--- src/x25_cfg.svh ---
// Constants for the packet-level header parser: codes, limits, register map
`ifndef X25_CFG_SVH
`define X25_CFG_SVH

// ==========================================================
// Format identifier
`define GFI_MOD8 3'h1
`define GFI_MOD128 3'h2
`define WIN_MOD8 8'h08
`define WIN_MOD128 8'h80

// ==========================================================
// Packet type codes, octet three
`define TYPE_CALL_REQ 8'h0B
`define TYPE_CALL_ACC 8'h0F
`define TYPE_CLEAR_REQ 8'h13
`define TYPE_CLEAR_CONF 8'h17
`define TYPE_INT 8'h23
`define TYPE_INT_CONF 8'h27
`define TYPE_RESET_REQ 8'h1B
`define TYPE_RESET_CONF 8'h1F
`define TYPE_RESTART_REQ 8'hFB
`define TYPE_RESTART_CONF 8'hFF
`define FC_RR 5'h01
`define FC_RNR 5'h05
`define FC_REJ 5'h09

// ==========================================================
// Field limits
`define FAC_MAX 6'h3E
`define CALL_DATA_MAX 8'h10
`define USER_LIMIT_RST 8'h80

// ==========================================================
// Register byte offsets
`define REG_CTRL 8'h00
`define REG_STATUS 8'h04
`define REG_HEADER 8'h08
`define REG_LENGTHS 8'h0C
`define REG_LIMIT 8'h10
`define REG_COUNT 8'h14

// ==========================================================
// Field positions
`define CTRL_ENABLE 0
`define ST_DONE 0
`define ST_ERR_LEN 1
`define ST_ERR_TYPE 2
`define ST_ERR_FMT 3
`define ST_MOD128 4
`define ST_FLAG8 5
`define ST_CHAN_PRESENT 6
`define ST_BUSY 7
`define ST_WIN_LSB 8

`endif

--- src/x25_pkg.sv ---
// Types shared by the packet-level header parser
package x25_pkg;

  // ==========================================================
  // Parser states
  typedef enum logic [3:0] {
    st_gfi = 4'h0,
    st_chan = 4'h1,
    st_type = 4'h2,
    st_alen = 4'h3,
    st_addr = 4'h4,
    st_flen = 4'h5,
    st_fac = 4'h6,
    st_data = 4'h7,
    st_skip = 4'h8
  } state_t;

  // ==========================================================
  // Packet kinds
  typedef enum logic [3:0] {
    kind_none = 4'h0,
    kind_data = 4'h1,
    kind_call_request = 4'h2,
    kind_call_accept = 4'h3,
    clear_request_type = 4'h4,
    clear_confirm_type = 4'h5,
    kind_interrupt = 4'h6,
    kind_interrupt_confirm = 4'h7,
    kind_receive_ready = 4'h8,
    kind_receive_not_ready = 4'h9,
    kind_reject = 4'hA,
    reset_request_type = 4'hB,
    reset_confirm_type = 4'hC,
    kind_restart_request = 4'hD,
    kind_restart_confirm = 4'hE,
    kind_unknown = 4'hF
  } kind_t;

endpackage

--- src/x25_packet_header_parser.sv ---
// Packet-level header parser with AHB-Lite registers and an input octet FIFO
// What this block does
// (RULE1) Octet one bits 7..5: 001 modulo 8, 010 modulo 128; bit 8 flag.
// (RULE2) Window limit reported: 8 outstanding for modulo 8, 128 for modulo 128.
// (RULE3) Octet one bits 1..4 give channel group 0..15, absent in restart.
// (RULE4) Octet two gives channel number 0..255, absent in restart packets.
// (RULE5) Type 17 clear confirm, 23 interrupt, 27 interrupt confirm.
// (RULE6) Type 0B call request, 0F call accepted, 13 clear request.
// (RULE7) Flow control on low five bits: 01 RR, 05 RNR, 09 reject.
// (RULE8) Reset 1B and 1F, restart FB and FF, each request with confirm.
// (RULE9) Octet four low nibble is called address length in digits.
// (RULE10) Octet four high nibble is calling address length in digits.
// (RULE11) Called digits start at octet five, one per nibble, exact count.
// (RULE12) Calling digits follow; odd total pads last low nibble with zeros.
// (RULE13) Octet after address: facility length bits 1..6, at most 62.
// (RULE14) Facilities are code and parameter pairs, at most 62 octets.
// (RULE15) Call request user data at most 16 octets after facilities.
// (RULE16) Without facilities, one configurable user data limit for all channels.
// (RULE17) Octets arrive whole, bit 1 in the least significant position.
// (RULE18) Bit 1 zero means data; unmatched type codes raise a type error.
// (RULE19) Field overrun of the packet or over a maximum raises length error.
`include "x25_cfg.svh"

module x25_packet_header_parser #(
  parameter int FIFO_DEPTH = 32
) (
  // Clock and reset
  input wire logic hclk,
  input wire logic hresetn,
  // AHB-Lite slave
  input wire logic hsel,
  input wire logic [31:0] haddr,
  input wire logic [1:0] htrans,
  input wire logic hwrite,
  input wire logic [2:0] hsize,
  input wire logic [31:0] hwdata,
  input wire logic hready,
  output logic hreadyout,
  output logic hresp,
  output logic [31:0] hrdata,
  // Octet stream from the link layer
  input wire logic octet_valid,
  output logic octet_ready,
  input wire logic [7:0] octet_data,
  input wire logic octet_last
);
  // ==========================================================
  // Declarations
  logic fifo_valid;
  logic [8:0] fifo_data;
  logic pop;
  logic [7:0] oct;
  logic last;
  logic enable, next_enable;
  logic [7:0] user_limit, next_user_limit;
  logic wr_pend, next_wr_pend;
  logic [7:0] wr_addr, next_wr_addr;
  logic [31:0] next_hrdata;
  x25_pkg::state_t state, next_state;
  x25_pkg::kind_t kind, next_kind;
  logic flag8, next_flag8;
  logic mod128, next_mod128;
  logic chan_present, next_chan_present;
  logic [3:0] group, next_group;
  logic [7:0] channel, next_channel;
  logic [7:0] type_octet, next_type_octet;
  logic [3:0] called_len, next_called_len;
  logic [3:0] calling_len, next_calling_len;
  logic [4:0] addr_left, next_addr_left;
  logic [5:0] fac_len, next_fac_len;
  logic [5:0] fac_left, next_fac_left;
  logic [7:0] data_cnt, next_data_cnt;
  logic err_len, next_err_len;
  logic err_type, next_err_type;
  logic err_fmt, next_err_fmt;
  logic done, next_done;
  logic [15:0] pkt_count, next_pkt_count;
  logic [4:0] digits;
  logic [7:0] data_limit;
  logic addr_phase;
  logic clear_done;

  // ==========================================================
  // Input FIFO; a disabled parser stalls it so back-pressure reaches the link
  octet_fifo #(.WIDTH(9), .DEPTH(FIFO_DEPTH)) u_fifo (
    .hclk(hclk),
    .hresetn(hresetn),
    .in_valid(octet_valid),
    .in_ready(octet_ready),
    .in_data({octet_last, octet_data}),
    .out_valid(fifo_valid),
    .out_ready(enable),
    .out_data(fifo_data)
  );

  assign pop = fifo_valid && enable;
  assign oct = fifo_data[7:0]; // RULE17
  assign last = fifo_data[8];

  // ==========================================================
  // Type classification
  function automatic x25_pkg::kind_t classify(input logic [7:0] code);
    if (!code[0]) begin
      classify = x25_pkg::kind_data; // RULE18
    end else if (code == `TYPE_RESTART_REQ) begin
      classify = x25_pkg::kind_restart_request; // RULE8
    end else if (code == `TYPE_RESTART_CONF) begin
      classify = x25_pkg::kind_restart_confirm; // RULE8
    end else if (code == `TYPE_RESET_REQ) begin
      classify = x25_pkg::reset_request_type; // RULE8
    end else if (code == `TYPE_RESET_CONF) begin
      classify = x25_pkg::reset_confirm_type; // RULE8
    end else if (code == `TYPE_CALL_REQ) begin
      classify = x25_pkg::kind_call_request; // RULE6
    end else if (code == `TYPE_CALL_ACC) begin
      classify = x25_pkg::kind_call_accept; // RULE6
    end else if (code == `TYPE_CLEAR_REQ) begin
      classify = x25_pkg::clear_request_type; // RULE6
    end else if (code == `TYPE_CLEAR_CONF) begin
      classify = x25_pkg::clear_confirm_type; // RULE5
    end else if (code == `TYPE_INT) begin
      classify = x25_pkg::kind_interrupt; // RULE5
    end else if (code == `TYPE_INT_CONF) begin
      classify = x25_pkg::kind_interrupt_confirm; // RULE5
    end else if (code[4:0] == `FC_RR) begin
      classify = x25_pkg::kind_receive_ready; // RULE7
    end else if (code[4:0] == `FC_RNR) begin
      classify = x25_pkg::kind_receive_not_ready; // RULE7
    end else if (code[4:0] == `FC_REJ) begin
      classify = x25_pkg::kind_reject; // RULE7
    end else begin
      classify = x25_pkg::kind_unknown; // RULE18
    end
  endfunction

  // Total address digit count, called plus calling
  assign digits = {1'b0, called_len} + {1'b0, calling_len};
  // A facility field caps call data at 16; otherwise the shared limit applies
  assign data_limit = (fac_len != 6'h00) ? `CALL_DATA_MAX : user_limit; // RULE15 RULE16

  // ==========================================================
  // Parser next state
  always_comb begin
    next_state = state;
    next_kind = kind;
    next_flag8 = flag8;
    next_mod128 = mod128;
    next_chan_present = chan_present;
    next_group = group;
    next_channel = channel;
    next_type_octet = type_octet;
    next_called_len = called_len;
    next_calling_len = calling_len;
    next_addr_left = addr_left;
    next_fac_len = fac_len;
    next_fac_left = fac_left;
    next_data_cnt = data_cnt;
    next_err_len = err_len;
    next_err_type = err_type;
    next_err_fmt = err_fmt;
    next_pkt_count = pkt_count;
    if (pop) begin
      unique case (state)
        x25_pkg::st_gfi: begin
          next_err_len = last; // RULE19
          next_err_type = 1'b0;
          next_err_fmt = (oct[6:4] != `GFI_MOD8) && (oct[6:4] != `GFI_MOD128); // RULE1
          next_flag8 = oct[7]; // RULE1
          next_mod128 = (oct[6:4] == `GFI_MOD128); // RULE1
          next_group = oct[3:0]; // RULE3
          next_chan_present = 1'b1;
          next_kind = x25_pkg::kind_none;
          next_called_len = 4'h0;
          next_calling_len = 4'h0;
          next_fac_len = 6'h00;
          next_data_cnt = 8'h00;
          next_state = x25_pkg::st_chan;
        end
        x25_pkg::st_chan: begin
          next_channel = oct; // RULE4
          next_err_len = err_len | last; // RULE19
          next_state = x25_pkg::st_type;
        end
        x25_pkg::st_type: begin
          next_type_octet = oct;
          next_kind = classify(oct); // RULE5 RULE6 RULE7 RULE8
          next_err_type = (classify(oct) == x25_pkg::kind_unknown); // RULE18
          // Restart packets carry no channel identification
          next_chan_present = !((oct == `TYPE_RESTART_REQ) || (oct == `TYPE_RESTART_CONF)); // RULE3 RULE4
          if (oct == `TYPE_CALL_REQ) begin
            next_err_len = err_len | last; // RULE19
            next_state = x25_pkg::st_alen;
          end else begin
            next_state = x25_pkg::st_skip;
          end
        end
        x25_pkg::st_alen: begin
          next_called_len = oct[3:0]; // RULE9
          next_calling_len = oct[7:4]; // RULE10
          next_addr_left = 5'((({1'b0, oct[3:0]} + {1'b0, oct[7:4]}) + 5'h01) >> 1); // RULE11 RULE12
          next_err_len = err_len | last; // RULE19
          next_state = ((oct[3:0] == 4'h0) && (oct[7:4] == 4'h0)) ? x25_pkg::st_flen
                                                                   : x25_pkg::st_addr;
        end
        x25_pkg::st_addr: begin
          next_addr_left = addr_left - 5'h01; // RULE11
          next_err_len = err_len | last; // RULE19
          if (addr_left == 5'h01) begin
            // Odd digit count leaves the low nibble as filler that must be zero
            next_err_fmt = err_fmt | (digits[0] && (oct[3:0] != 4'h0)); // RULE12
            next_state = x25_pkg::st_flen;
          end
        end
        x25_pkg::st_flen: begin
          next_fac_len = oct[5:0]; // RULE13
          next_fac_left = oct[5:0];
          next_err_fmt = err_fmt | (oct[7:6] != 2'h0);
          next_err_len = err_len | (oct[5:0] > `FAC_MAX) // RULE13 RULE19
                         | (last && (oct[5:0] != 6'h00)); // RULE19
          next_state = (oct[5:0] == 6'h00) ? x25_pkg::st_data : x25_pkg::st_fac;
        end
        x25_pkg::st_fac: begin
          next_fac_left = fac_left - 6'h01; // RULE14
          next_err_len = err_len | (last && (fac_left != 6'h01)); // RULE19
          if (fac_left == 6'h01) begin
            // Facilities come in code/parameter pairs
            next_err_fmt = err_fmt | fac_len[0]; // RULE14
            next_state = x25_pkg::st_data;
          end
        end
        x25_pkg::st_data: begin
          next_data_cnt = data_cnt + 8'h01;
          next_err_len = err_len | (data_cnt >= data_limit); // RULE15 RULE16 RULE19
        end
        x25_pkg::st_skip: begin
          next_state = x25_pkg::st_skip;
        end
      endcase
      if (last) begin
        next_state = x25_pkg::st_gfi;
        next_pkt_count = pkt_count + 16'h0001;
      end
    end
  end

  always_ff @(posedge hclk or negedge hresetn) begin
    if (!hresetn) begin
      state <= x25_pkg::st_gfi;
      kind <= x25_pkg::kind_none;
      flag8 <= 1'b0;
      mod128 <= 1'b0;
      chan_present <= 1'b0;
      group <= 4'h0;
      channel <= 8'h00;
      type_octet <= 8'h00;
      called_len <= 4'h0;
      calling_len <= 4'h0;
      addr_left <= 5'h00;
      fac_len <= 6'h00;
      fac_left <= 6'h00;
      data_cnt <= 8'h00;
      err_len <= 1'b0;
      err_type <= 1'b0;
      err_fmt <= 1'b0;
      pkt_count <= 16'h0000;
    end else begin
      state <= next_state;
      kind <= next_kind;
      flag8 <= next_flag8;
      mod128 <= next_mod128;
      chan_present <= next_chan_present;
      group <= next_group;
      channel <= next_channel;
      type_octet <= next_type_octet;
      called_len <= next_called_len;
      calling_len <= next_calling_len;
      addr_left <= next_addr_left;
      fac_len <= next_fac_len;
      fac_left <= next_fac_left;
      data_cnt <= next_data_cnt;
      err_len <= next_err_len;
      err_type <= next_err_type;
      err_fmt <= next_err_fmt;
      pkt_count <= next_pkt_count;
    end
  end

  // ==========================================================
  // Register read image
  function automatic logic [31:0] read_word(input logic [7:0] addr);
    logic [31:0] w;
    w = 32'h0000_0000;
    unique case (addr)
      `REG_CTRL: w[`CTRL_ENABLE] = enable;
      `REG_STATUS: begin
        w[`ST_DONE] = done;
        w[`ST_ERR_LEN] = err_len;
        w[`ST_ERR_TYPE] = err_type;
        w[`ST_ERR_FMT] = err_fmt;
        w[`ST_MOD128] = mod128;
        w[`ST_FLAG8] = flag8;
        w[`ST_CHAN_PRESENT] = chan_present;
        w[`ST_BUSY] = (state != x25_pkg::st_gfi);
        w[`ST_WIN_LSB +: 8] = mod128 ? `WIN_MOD128 : `WIN_MOD8; // RULE2
      end
      `REG_HEADER: w = {8'h00, 4'(kind), type_octet, channel, group};
      `REG_LENGTHS: w = {data_cnt, 2'h0, fac_len, 8'h00, calling_len, called_len};
      `REG_LIMIT: w[7:0] = user_limit;
      `REG_COUNT: w[15:0] = pkt_count;
      default: w = 32'h0000_0000;
    endcase
    read_word = w;
  endfunction

  // ==========================================================
  // AHB-Lite slave: zero wait states, read data captured in the address phase
  assign addr_phase = hsel && htrans[1] && hready;
  assign hreadyout = 1'b1;
  assign hresp = 1'b0;
  assign clear_done = wr_pend && (wr_addr == `REG_STATUS) && hwdata[`ST_DONE];

  always_comb begin
    next_wr_pend = addr_phase && hwrite;
    next_wr_addr = addr_phase ? haddr[7:0] : wr_addr;
    next_hrdata = (addr_phase && !hwrite) ? read_word(haddr[7:0]) : hrdata;
    next_enable = enable;
    next_user_limit = user_limit;
    if (wr_pend && (wr_addr == `REG_CTRL)) begin
      next_enable = hwdata[`CTRL_ENABLE];
    end
    if (wr_pend && (wr_addr == `REG_LIMIT)) begin
      next_user_limit = hwdata[7:0]; // RULE16
    end
    // A packet ending in the clearing cycle keeps its done flag
    next_done = (done && !clear_done) || (pop && last);
  end

  always_ff @(posedge hclk or negedge hresetn) begin
    if (!hresetn) begin
      wr_pend <= 1'b0;
      wr_addr <= 8'h00;
      hrdata <= 32'h0000_0000;
      enable <= 1'b0;
      user_limit <= `USER_LIMIT_RST;
      done <= 1'b0;
    end else begin
      wr_pend <= next_wr_pend;
      wr_addr <= next_wr_addr;
      hrdata <= next_hrdata;
      enable <= next_enable;
      user_limit <= next_user_limit;
      done <= next_done;
    end
  end
endmodule

--- src/octet_fifo.sv ---
// Synchronous FIFO with valid/ready on both sides
module octet_fifo #(
  parameter int WIDTH = 9,
  parameter int DEPTH = 32
) (
  // Clock and reset
  input wire logic hclk,
  input wire logic hresetn,
  // Fill side
  input wire logic in_valid,
  output logic in_ready,
  input wire logic [WIDTH-1:0] in_data,
  // Drain side
  output logic out_valid,
  input wire logic out_ready,
  output logic [WIDTH-1:0] out_data
);
  localparam int AW = $clog2(DEPTH);

  logic [WIDTH-1:0] mem [DEPTH];
  logic [AW:0] wr_ptr;
  logic [AW:0] rd_ptr;
  logic [AW:0] next_wr_ptr;
  logic [AW:0] next_rd_ptr;
  logic push;
  logic pop;

  // ==========================================================
  // Full when pointers differ only in the wrap bit
  assign in_ready = !((wr_ptr[AW] != rd_ptr[AW]) && (wr_ptr[AW-1:0] == rd_ptr[AW-1:0]));
  assign out_valid = (wr_ptr != rd_ptr);
  assign out_data = mem[rd_ptr[AW-1:0]];
  assign push = in_valid && in_ready;
  assign pop = out_valid && out_ready;

  always_comb begin
    next_wr_ptr = push ? wr_ptr + 1'b1 : wr_ptr;
    next_rd_ptr = pop ? rd_ptr + 1'b1 : rd_ptr;
  end

  always_ff @(posedge hclk or negedge hresetn) begin
    if (!hresetn) begin
      wr_ptr <= '0;
      rd_ptr <= '0;
    end else begin
      wr_ptr <= next_wr_ptr;
      rd_ptr <= next_rd_ptr;
    end
  end

  // Storage needs no reset; only pointers say what is valid
  always_ff @(posedge hclk) begin
    if (push) begin
      mem[wr_ptr[AW-1:0]] <= in_data;
    end
  end
endmodule

--- config.mk ---
export PLATFORM = sky130hd
export DESIGN_NAME = x25_packet_header_parser
export DESIGN_NICKNAME = d
export VERILOG_FILES = /design/src/x25_pkg.sv /design/src/x25_packet_header_parser.sv /design/src/octet_fifo.sv
export VERILOG_INCLUDE_DIRS = /design/src
export SDC_FILE = /design/constraint.sdc
export NUM_CORES = 1
export LEC_CHECK = 0
export BUFFER_PORTS_ARGS = -buffer_cell sky130_fd_sc_hd__buf_2
export CAP_MARGIN = 20
export CORE_AREA = 2 2 195 197
export DETAILED_ROUTE_END_ITERATION = 12
export DIE_AREA = 0 0 197 199
export PLACE_DENSITY = 0.68
export SKIP_CTS_REPAIR_TIMING = 1
export SYNTH_ARGS = -nofsm -noshare
export SYNTH_HDL_FRONTEND = slang
export SYNTH_SLANG_ARGS = --single-unit
export TNS_END_PERCENT = 100
--- constraint.sdc ---
create_clock -name hclk -period 9.9 [get_ports hclk]
set_clock_uncertainty 0.1 [all_clocks]
set_input_delay 0.495 -clock hclk [delete_from_list [all_inputs] [get_ports hclk]]
set_output_delay 0.495 -clock hclk [all_outputs]
set_load 0.03 [all_outputs]
==> results.sh <==
export IMPL_finish_instance_area_um2=20800
export IMPL_syn_inst=1280
export IMPL_post_route_drc_count=0
export IMPL_core_area_um2=37100
export IMPL_timing_reg2reg_setup_slack_ns=5.21
export IMPL_gp_routability_congestion=0.872
export IMPL_final_antenna_diode_count=0
export IMPL_floorplan_die_area_um2=39200
export IMPL_smallest_hold_slack_ns=0.0717
export IMPL_drive_above_1_share=0.185
export IMPL_placedInstanceArea_um2=19400
export IMPL_grt_overflow_total=0
export IMPL_path_delay_family="multiplexers"
export IMPL_hold_start="hwdata[7]"
export IMPL_synth_seq_cells=434
export IMPL_synth_seq_area_share=0.660
export IMPL_grtUsageMet2=0.363
export IMPL_place_inst=1770
export IMPL_synthesis_to_finish_area_growth_pct=11.7
export IMPL_gr_max_usage_layer="met2"
export IMPL_yosysUniqueCellTypes=77
export IMPL_post_route_worst_setup_slack_ns=5.21
export IMPL_worst_slew_margin_rel=0.243
export IMPL_worst_setup_path_type="flip-flop to flip-flop"
export IMPL_design_final_nets=1453
export IMPL_htreeDepth=2
export IMPL_avgViaCountPerCell=5.94
export IMPL_post_route_period_util=0.473
export IMPL_antenna_violating_nets_post_route=0
export IMPL_worst_ep_required_time_ns=10.28
export IMPL_cp_buffers_inverters=1
export IMPL_cpPeakStageDelay_ns=1.05
export IMPL_hold_viol=0
export IMPL_path_cells="buf_4, mux4_2, mux4_2, mux2i_1, nor2_1, nand4_1, nor2_1, nand4_1, xnor2_1"
export IMPL_grt_antenna_before_repair=0
export IMPL_outcome="completed"
export IMPL_placementRows=71
export IMPL_post_place_ws_ns=5.07
export IMPL_clock_insertion_delay_worst_skew_ns=0.57
export IMPL_grt_util_met1=0.295
export IMPL_worstHoldPathType="primary input to flip-flop"
export IMPL_utilization=0.561
export IMPL_route_vias_total=11000
export IMPL_setup_worst_path_start_class="flip-flop"
export IMPL_synth_top_flop_cell="edfxtp_1"
export IMPL_final_setup_viol_count=0
export IMPL_global_route_usage_total=0.217
export IMPL_syn_avg_cell_area_um2=14.6
export IMPL_post_drt_wl_per_cell_um=22.4
export IMPL_globalRouteMet3Util=0.0354
export IMPL_hpwl_um=26300
export IMPL_initial_core_util=0.502
export IMPL_cts_root_buf="clkbuf_16"
export IMPL_port_buffers=64
export IMPL_hold_path_end="user_limit[7]$_DFFE_PN1P_"
export IMPL_first_global_vias=11000
export IMPL_tritoncts_num_sinks=434
export IMPL_synth_net_count=1387
export IMPL_ioPinCount=119
export IMPL_yosysTopAreaCellShare=0.464
export IMPL_cts_reportedPaths_clkPinSlew_ns=0.06
export IMPL_die_width_um=197
export IMPL_p_leak_nw=7.82
export IMPL_global_route_wire_length_before_repair_um=64500
export IMPL_max_clock_freq_mhz=213
export IMPL_rr_startpoint="u_fifo.rd_ptr[0]$_DFFE_PN0P_"
export IMPL_instances_no_fill=1855
export IMPL_power_density_nw_per_um2=291
export IMPL_synthesis_area_um2=18600
export IMPL_maximum_vdd_drop_mv=0.191
export IMPL_grt_start_max_net_pins=77
export IMPL_yosys_top_cells_area="edfxtp_1 46%, dfrtp_1 19%, mux4_2 7.1%"
export IMPL_synthDominantAreaCellType="edfxtp_1"
export IMPL_number_of_synthesized_flops_with_an_enable_pin=288
export IMPL_rsz0062_at_grt="no"
export IMPL_totalNegativeSetupSlack_ns=0
export IMPL_max_slew_worst_pin_slew_ns=1.13
export IMPL_synthArstFlopShare=0.336
export IMPL_dieHeight_um=199
export IMPL_ys_warn_count=0
export IMPL_drv_max_cap_violation_count=0
export IMPL_initialDrtViolationCount=796
export IMPL_critical_path_slowest_cell="dfrtp_4"
export IMPL_worstHoldPathCells=2
export IMPL_power_total_mw=6.06
export IMPL_maxSlewViolCount=0
export IMPL_crit_fanout=51
export IMPL_reg2reg_depth=9
export IMPL_reg2reg_to="pkt_count[15]$_DFFE_PN0P_"
export IMPL_critical_path_arrival_ns=5.06
export IMPL_time_the_worst_path_needs_with_i_o_delays_and_setup_ns=4.69
export IMPL_total_detailed_routing_wirelength_um=41600
export IMPL_tritoncts="built"
export IMPL_critPathCaptureType="flip-flop"
export IMPL_cts_buffers=46
export IMPL_max_clock_path_buffers=3
export IMPL_drt_pass1_iterations=5
## worst reg2reg max path, cell delays in order, from the launching register on
cell and delay (ns):
dfrtp_4 1.05, buf_4 0.67, mux4_2 0.63, mux4_2 0.52
mux2i_1 0.60, nor2_1 0.35, nand4_1 0.32, nor2_1 0.13
nand4_1 0.13, xnor2_1 0.12
## per-layer routing
metal,share of wire,routed length (µm),up-vias
met5,0,0,-
met1,0.43,18000,5579
met3,0.052,2180,85
li1,-,-,5007
met2,0.49,20300,351
met4,0.026,1080,0
## Yosys cell counts, types with 3 or more instances
cell / count
nor3_1: 21
o21ai_0: 52
xor2_1: 20
a22o_1: 20
o21ai_1: 6
nor2b_1: 9
mux2i_1: 53
and2_1: 3
buf_4: 5
a32oi_1: 4
a2111oi_0: 3
o31ai_1: 11
nand4_1: 8
and3_1: 11
nand3b_1: 5
a31oi_1: 7
clkbuf_1: 34
nand2_1: 140
inv_1: 14
buf_6: 8
o22ai_1: 14
a22oi_1: 14
a41oi_1: 3
edfxtp_1: 288
a21oi_1: 27
nand3_1: 23
buf_2: 14
a211oi_1: 3
o22a_1: 12
dfrtp_1: 145
ha_1: 22
nor2_1: 104
nand2b_1: 6
xnor2_1: 21
nor4_1: 3
a21o_1: 10
mux4_2: 59
mux2_2: 27
## state kept, by name, indices dropped and copies added (netlist names), 4 cells and up
signal / count
group: 4
wr_addr: 8
addr_left: 5
type_octet: 8
user_limit: 8
channel: 8
pkt_count: 16
u_fifo.rd_ptr: 6
u_fifo.mem: 288
data_cnt: 8
hrdata: 32
fac_len: 6
fac_left: 6
state: 4
called_len: 4
kind: 4
calling_len: 4
u_fifo.wr_ptr: 6
## area by class of cell
type,count,area [µm²]
Clock buffer,61,1270
Clock inverter,22,171
Fill cell,2951,16300
Inverter,17,63.8
Multi-Input combinational cell,765,5940
Sequential cell,434,12300
Tap cell,474,593
Timing Repair Buffer,82,472
## worst max-delay path by stage
stage                                       from                        end  slack [ns]  depth (start not counted)
detailed placement  u_fifo.rd_ptr[0]$_DFFE_PN0P_       err_type$_DFFE_PN0P_        5.07                          9
global route        u_fifo.rd_ptr[0]$_DFFE_PN0P_       err_type$_DFFE_PN0P_        4.77                          9
CTS                 u_fifo.rd_ptr[0]$_DFFE_PN0P_       err_type$_DFFE_PN0P_        5.05                          9
floorplan           u_fifo.rd_ptr[0]$_DFFE_PN0P_   addr_left[3]$_DFFE_PN0P_        6.65                         11
global placement    u_fifo.rd_ptr[0]$_DFFE_PN0P_       err_type$_DFFE_PN0P_        5.09                          9
finish              u_fifo.rd_ptr[0]$_DFFE_PN0P_  pkt_count[15]$_DFFE_PN0P_        5.21                          9
## placed cells by master, fill, tap and decap left out, drive strengths merged, types with 28 or more instances in the layout
| cell | count |
|---|---|
| clkbuf | 61 |
| mux4 | 61 |
| mux2i | 53 |
| buf | 81 |
| dfrtp | 145 |
| nand2 | 140 |
| edfxtp | 288 |
| nor2 | 104 |
| o21ai | 58 |
| a21oi | 28 |
## where the power goes
part	internal (mW)	total (mW)	switching (mW)
Clock	0.932	1.64	0.708
Sequential	2.15	2.37	0.218
Combinational	0.816	2.05	1.23
Total	3.90	6.06	2.16
## cell families after synthesis
group / after synthesis / share of synthesized area
DFF: 434 / 0.660
and+or+nand+nor: 350 / 0.0845
AOI/OAI and AO/OA: 208 / 0.0796
muxes: 141 / 0.119
buffers and inverters: 81 / 0.0217
xor gates and xnor gates: 41 / 0.0193
adders and majority gates: 23 / 0.0158
other: 2 / 0.000403
Power figures use the tool's default switching activity.
